--- src/common/tdm_pkg.sv ---
// package for the transmit data link source selector
// assumes a single hclk domain and an AHB-Lite register slave
package tdm_pkg;
	// register map: printed offset 0x0a is not a multiple of four, so it is an index
	localparam logic [7:0] TDM_SEL_INDEX = 8'h0a;
	localparam logic [7:0] TDM_CTRL_INDEX = 8'h0b;
	localparam logic [11:0] TDM_SEL_ADDR = {2'b00, TDM_SEL_INDEX, 2'b00};
	localparam logic [11:0] TDM_CTRL_ADDR = {2'b00, TDM_CTRL_INDEX, 2'b00};
	localparam logic [11:0] TDM_STAT_ADDR = 12'h0030;
	localparam logic [7:0] TDM_SEL_RESET = 8'h00;
	localparam logic [7:0] TDM_CTRL_RESET = 8'h00;
	// field positions in the select register
	localparam int TDM_FDL_SRC_LSB = 0;
	localparam int TDM_DE_SRC_LSB = 2;
	localparam int TDM_BW_LSB = 4;
	// field positions in the control register
	localparam int TDM_CHSEL_LSB = 0;
	localparam int TDM_ESF_BIT = 2;

	typedef enum logic [1:0] {
		TDM_FDL_CTRL = 2'b00,
		TDM_FDL_SERIAL = 2'b01,
		TDM_FDL_OVERHEAD = 2'b10,
		TDM_FDL_ONES = 2'b11
	} tdm_fdl_src_t;

	typedef enum logic [1:0] {
		TDM_DE_SERIAL = 2'b00,
		TDM_DE_UNDEF = 2'b01,
		TDM_DE_CTRL = 2'b10,
		TDM_DE_FRAC = 2'b11
	} tdm_de_src_t;

	typedef enum logic [1:0] {
		TDM_BW_4K = 2'b00,
		TDM_BW_ODD = 2'b01,
		TDM_BW_EVEN = 2'b10,
		TDM_BW_ALT = 2'b11
	} tdm_bw_t;

	localparam logic [1:0] TDM_CHSEL_DE = 2'b10;

	// data link source candidates for one bit slot
	typedef struct packed {
		logic ctrl;
		logic serial;
		logic overhead;
		logic frac;
	} tdm_src_t;

	// frame position of the current bit slot
	typedef struct packed {
		logic fdl_slot;
		logic frame_odd_fdl;
		logic de_slot;
		logic esf;
	} tdm_pos_t;
endpackage

--- src/verilog/tdm_mux.sv ---
// transmit data link and D/E timeslot source selector with its AHB-Lite register slave
// assumes frame position strobes and source bits arrive on hclk from framer logic
//
// Added by the designer: the AHB-Lite register port.
`timescale 1ns/10ps

// Function
// - ESF bandwidth code 00 uses every FACILITY_DATA_LINK position as a 4 kHz link.
// - code 01 uses only odd FACILITY_DATA_LINK positions, frames 1, 5, 9.
// - code 10 uses only even FACILITY_DATA_LINK positions, frames 3, 7, 11.
// - D/E source field acts only when channel select equals 10.
// - D/E code 00 takes data from the serial input.
// - D/E code 10 takes data from the link controllers.
// - D/E code 11 takes data from the fractional input.
// - FACILITY_DATA_LINK code 00 takes bits from controller or loop buffer.
// - FACILITY_DATA_LINK code 01 takes bits from the serial input.
// - FACILITY_DATA_LINK code 10 takes bits from the overhead input.
// - FACILITY_DATA_LINK code 11 forces every link bit to one.
module tdm_mux
	import tdm_pkg::*;
(
	// clock and reset
	input wire logic hclk,
	input wire logic hresetn,
	// ahb-lite slave
	input wire logic hsel,
	input wire logic [11:0] haddr,
	input wire logic [1:0] htrans,
	input wire logic hwrite,
	input wire logic [2:0] hsize,
	input wire logic [31:0] hwdata,
	input wire logic hready,
	output logic [31:0] hrdata,
	output logic hreadyout,
	output logic hresp,
	// frame position and source bits
	input wire tdm_pos_t pos,
	input wire tdm_src_t fdl_in,
	input wire tdm_src_t de_in,
	input wire logic tx_payload_in,
	// selected transmit bit and its source take flags
	output logic tx_data_out,
	output logic fdl_take,
	output logic de_take
);
	logic [7:0] sel_q;
	logic [7:0] ctrl_q;
	logic wr_pend_q;
	logic [11:0] addr_q;
	logic [31:0] rdata_q;
	logic [7:0] stat_q;
	logic fdl_bit_d;
	logic de_bit_d;
	logic out_d;
	logic fdl_use;
	logic de_active;
	logic accept;
	tdm_fdl_src_t fdl_src;
	tdm_de_src_t de_src;
	tdm_bw_t bw;

	assign fdl_src = tdm_fdl_src_t'(sel_q[TDM_FDL_SRC_LSB +: 2]);
	assign de_src = tdm_de_src_t'(sel_q[TDM_DE_SRC_LSB +: 2]);
	assign bw = tdm_bw_t'(sel_q[TDM_BW_LSB +: 2]);
	assign accept = hsel && hready && htrans[1];
	assign hreadyout = 1'b1;
	assign hresp = 1'b0;
	assign hrdata = rdata_q;

	// address phase capture
	always_ff @(posedge hclk or negedge hresetn) begin
		if (!hresetn) begin
			wr_pend_q <= 1'b0;
			addr_q <= 12'h000;
		end else if (hready) begin
			wr_pend_q <= accept && hwrite;
			addr_q <= haddr;
		end
	end

	// register writes in the data phase
	always_ff @(posedge hclk or negedge hresetn) begin
		if (!hresetn) begin
			sel_q <= TDM_SEL_RESET;
			ctrl_q <= TDM_CTRL_RESET;
		end else if (wr_pend_q) begin
			if (addr_q == TDM_SEL_ADDR)
				sel_q <= hwdata[7:0];
			if (addr_q == TDM_CTRL_ADDR)
				ctrl_q <= {5'h00, hwdata[2:0]};
		end
	end

	// read data, zero for unmapped addresses
	always_ff @(posedge hclk or negedge hresetn) begin
		if (!hresetn) begin
			rdata_q <= 32'h0000_0000;
		end else if (accept && !hwrite) begin
			case (haddr)
				TDM_SEL_ADDR: rdata_q <= {24'h00_0000, sel_q};
				TDM_CTRL_ADDR: rdata_q <= {24'h00_0000, ctrl_q};
				TDM_STAT_ADDR: rdata_q <= {24'h00_0000, stat_q};
				default: rdata_q <= 32'h0000_0000;
			endcase
		end
	end

	// bandwidth thinning of FACILITY_DATA_LINK positions
	always_comb begin
		case (bw)
			TDM_BW_4K: fdl_use = pos.fdl_slot;
			TDM_BW_ODD: fdl_use = pos.fdl_slot && pos.frame_odd_fdl;
			TDM_BW_EVEN: fdl_use = pos.fdl_slot && !pos.frame_odd_fdl;
			TDM_BW_ALT: fdl_use = pos.fdl_slot;
			default: fdl_use = pos.fdl_slot;
		endcase
		if (!pos.esf)
			fdl_use = pos.fdl_slot;
	end

	// fdl source choice
	always_comb begin
		case (fdl_src)
			TDM_FDL_CTRL: fdl_bit_d = fdl_in.ctrl;
			TDM_FDL_SERIAL: fdl_bit_d = fdl_in.serial;
			TDM_FDL_OVERHEAD: fdl_bit_d = fdl_in.overhead;
			TDM_FDL_ONES: fdl_bit_d = 1'b1;
			default: fdl_bit_d = 1'b1;
		endcase
	end

	// D/E source choice; the payload stream bit passes when the field is not in force
	assign de_active = pos.de_slot && (ctrl_q[TDM_CHSEL_LSB +: 2] == TDM_CHSEL_DE);
	always_comb begin
		case (de_src)
			TDM_DE_SERIAL: de_bit_d = de_in.serial;
			TDM_DE_UNDEF: de_bit_d = de_in.serial;
			TDM_DE_CTRL: de_bit_d = de_in.ctrl;
			TDM_DE_FRAC: de_bit_d = de_in.frac;
			default: de_bit_d = de_in.serial;
		endcase
	end

	// final bit; unused FACILITY_DATA_LINK positions carry the payload stream bit
	always_comb begin
		out_d = tx_payload_in;
		if (fdl_use)
			out_d = fdl_bit_d;
		else if (de_active)
			out_d = de_bit_d;
	end

	always_ff @(posedge hclk or negedge hresetn) begin
		if (!hresetn) begin
			tx_data_out <= 1'b0;
			fdl_take <= 1'b0;
			de_take <= 1'b0;
		end else begin
			tx_data_out <= out_d;
			fdl_take <= fdl_use;
			de_take <= de_active && !fdl_use;
		end
	end

	// status: live selection state
	always_ff @(posedge hclk or negedge hresetn) begin
		if (!hresetn)
			stat_q <= 8'h00;
		else
			stat_q <= {4'h0, pos.esf, de_active, fdl_use, out_d};
	end
endmodule // tdm_mux

--- config.mk ---
export PLATFORM = sky130hd
export DESIGN_NAME = tdm_mux
export DESIGN_NICKNAME = d
export VERILOG_FILES = /design/src/common/tdm_pkg.sv /design/src/verilog/tdm_mux.sv
export SDC_FILE = /design/constraint.sdc
export NUM_CORES = 1
export LEC_CHECK = 0
export ABC_AREA = 0
export BUFFER_PORTS_ARGS = -buffer_cell sky130_fd_sc_hd__buf_2
export CAP_MARGIN = 20
export CORE_MARGIN = 2
export CORE_UTILIZATION = 43
export DETAILED_ROUTE_END_ITERATION = 16
export PLACE_DENSITY = 0.89
export SKIP_LAST_GASP = 1
export SLEW_MARGIN = 5
export SYNTH_ARGS = -nofsm -noshare
export SYNTH_HDL_FRONTEND = slang
export SYNTH_SLANG_ARGS = --single-unit
--- constraint.sdc ---
create_clock -name hclk -period 2.1 [get_ports hclk]
set_clock_uncertainty 0.1 [all_clocks]
set_input_delay 0.21 -clock hclk [delete_from_list [all_inputs] [get_ports hclk]]
set_output_delay 0.21 -clock hclk [all_outputs]
set_load 0.01 [all_outputs]
==> metrics <==
setup violators final=0; Rel. slew slack=0.477; Worst R2R Path Depth=4; clk_lat worst skew=about 290 ps; first-pass GRT wire length=5330 µm; Hold Path End=sel_q[5]; crit path time final=approximately 1900 ps; Port-buffer cells=47; P&R area growth vs syn=17.2%; Overflow after GRT=0; Int Power=~1.1 mW; diodes inserted=0; async set-reset flop share out of synthesis=1.00; syn avg cell area=about 12 µm²; Startpoint Class=flip-flop; period utilisation layout=0.886; pwr/cell area=between 600 and 700 mW/mm²; post-synthesis register bit count=37; Max Fclk=537 MHz; Die Ht=68.8 µm; Core Footprint=roughly 0.0040 mm²; Nets=about 270; Post-synth EDFFs=0; Pleak=between 1 and 1.5 nW; Total Die Area=roughly 0.0047 mm²; CTS sink cnt=37; routed len/inst=between 10 and 15 µm; Slew Viols, Final=0; WP data arrival=about 1900 ps; hold path startpoint=hwdata[5]; Initial Util=0.448; via count=1204; CTS buffer count=5; Vias/cell=about 4.7; RSZ-0062 raised after global routing=false; Die W=68.8 µm; VDD IR max=between 0.4 and 0.5 mV; Hold Path Class=input pin to flip-flop; initial antenna violation count=0; library cells used by synthesis=32; root buffer cell=clkbuf_8; clock slew at reported path FFs=about 70 ps; number of detailed-route iterations in the first pass=2; CP max FO=3; row count=23; WS Path Type=flip-flop to flip-flop; Sw Ratio=0.241; Main synth FF type=dfrtp_1; total design power=1.41 mW; Final Hold Viols=0; Setup Total Neg Slack=0 ps; FF-to-FF setup slack=around 240 ps; post-detail-place hpwl=between 2000 and 3000 µm; Post-CTS Setup Inserts=0; post-synthesis sequential area ratio=0.513; DR iter-0 viols=17; largest net degree at the start of global routing=38; Worst Max-Slew Pin Slew=~790 ps; DRC violations left=0; cell count after synthesis=approximately 150; WHS Path Cells=2; GP Congestion=around 0.81; Tot GR Track Use=0.161; number of global-route vias before repair=roughly 1200; Yosys Warn Count=0; nature of the critical path endpoint=flip-flop; Logic pwr share=0.105; worst reg2reg path endpoint=ctrl_q[0]; num ports=approximately 100; Detailed Route WL=roughly 3300 µm; Worst EP required=2170 ps; ANT nets after route=0; Max clock buf depth=2; Switch Pwr=approximately 0.34 mW; status=finished clean; CTS tree=done; cell area after synthesis=0.00181 mm²; Flop pwr share=0.540; layout cells sized above 1=0.405; Max H-tree Level=2; Max-Cap Viols=0; Reg-to-Reg Start=addr_q[7]; clock power share=0.355
==> worst max path at each step <==
stage | depth (start not counted) | end | slack, ps | start
final | 4 | ctrl_q[0] | 240 | addr_q[7]
after detailed placement | 3 | ctrl_q[1] | 260 | addr_q[9]
after global placement | 3 | ctrl_q[2] | 290 | addr_q[9]
after global routing | 4 | ctrl_q[0] | 150 | addr_q[7]
after CTS | 4 | ctrl_q[0] | 240 | addr_q[7]
after floorplan | 3 | ctrl_q[0] | 320 | addr_q[9]
==> cells by family after synthesis <==
family	count (synthesis)	synth area share
flops	37	0.513
buf+inv	36	0.129
simple gates	29	0.0963
mux	27	0.172
compound gates	19	0.0741
other cells	2	0.00416
fa+ha+maj	1	0.00693
xor+xnor	1	0.00485
==> layout make-up <==
cell class	count	area [µm²]
repair buffers	52	278
clock inverters	1	7.51
well taps	50	62.6
flip-flops and latches	37	926
inverters	6	22.5
clock buffers	6	82.6
fillers	360	1910
multi-input cells	103	737
==> timing repair <==
action,CTS,global route
hold buffers,2,0
endpoints found under the hold margin,38,0
gates resized for setup,0,0
==> layer usage <==
| layer | routed length [µm] | part of all wire | up-vias | track usage |
|---|---|---|---|---|
| met5 | 0 | 0 | - | 0 |
| met4 | 108 | 0.033 | 0 | 0.110 |
| met3 | 195 | 0.059 | 9 | 0.0601 |
| met2 | 1590 | 0.49 | 47 | 0.251 |
| met1 | 1390 | 0.42 | 569 | 0.182 |
| li1 | - | - | 579 | - |
==> worst max-delay path, cell delays in order, from the launching register on <==
cell and delay, ps:
dfrtp_1 390, nor4bb_1 330, nand2_1 180, or3_4 440, mux2_4 300
==> registers in the layout, summed over array words and instances, names as in the netlist <==
signal     count
de_take        1
ctrl_q         3
wr_pend_q      1
stat_q         4
hrdata         8
sel_q          8
addr_q        12
==> cell usage after synthesis (all sizes together) (2+ instances only) <==
master	n	area (µm²)
a211oi	2	15.0
mux2i	4	40.0
nand2	7	26.3
clkbuf	3	11.3
dfrtp	37	926
o31ai	3	22.5
mux2	23	270
nor2	8	30.0
nand4	2	12.5
buf	27	199
o21ai	3	15.0
conb	2	7.51
a22o	4	35.0
inv	6	22.5
nor2b	2	12.5
a21oi	4	20.0
nor4	2	12.5
==> stage by stage <==
step	setup WS (ps)	std cells	hold slack [ps]	utilization	area (µm²)
4_1_cts	239	255	39.9	0.525	2120
6_report	239	255	46.2	0.525	2120
3_5_place_dp	259	246	244	0.498	2010
2_1_floorplan	315	176	-186	-	1900
3_3_place_gp	287	246	231	0.498	2010
5_1_grt	151	255	37.8	0.525	2120
==> placed cells by master, fill, tap and decap left out, types with 6 or more instances in the layout <==
cell type,count
buf_2,47
clkbuf_8,6
conb_1,26
dfrtp_1,37
inv_1,6
mux2_2,20
nand2_1,7
nor2_1,8
==> power by group through the flow <==
| stage | sequential (mW) | clock, mW | combinational (mW) |
|---|---|---|---|
| 3_3_place_gp | 0.775 | 0 | 0.142 |
| 3_5_place_dp | 0.776 | 0 | 0.147 |
| 5_1_grt | 0.766 | 0.539 | 0.169 |
| 2_1_floorplan | 0.773 | 0 | 0.118 |
| 6_report | 0.763 | 0.501 | 0.149 |
| 4_1_cts | 0.763 | 0.516 | 0.150 |
Note: power is estimated with default switching activity, not from simulation.
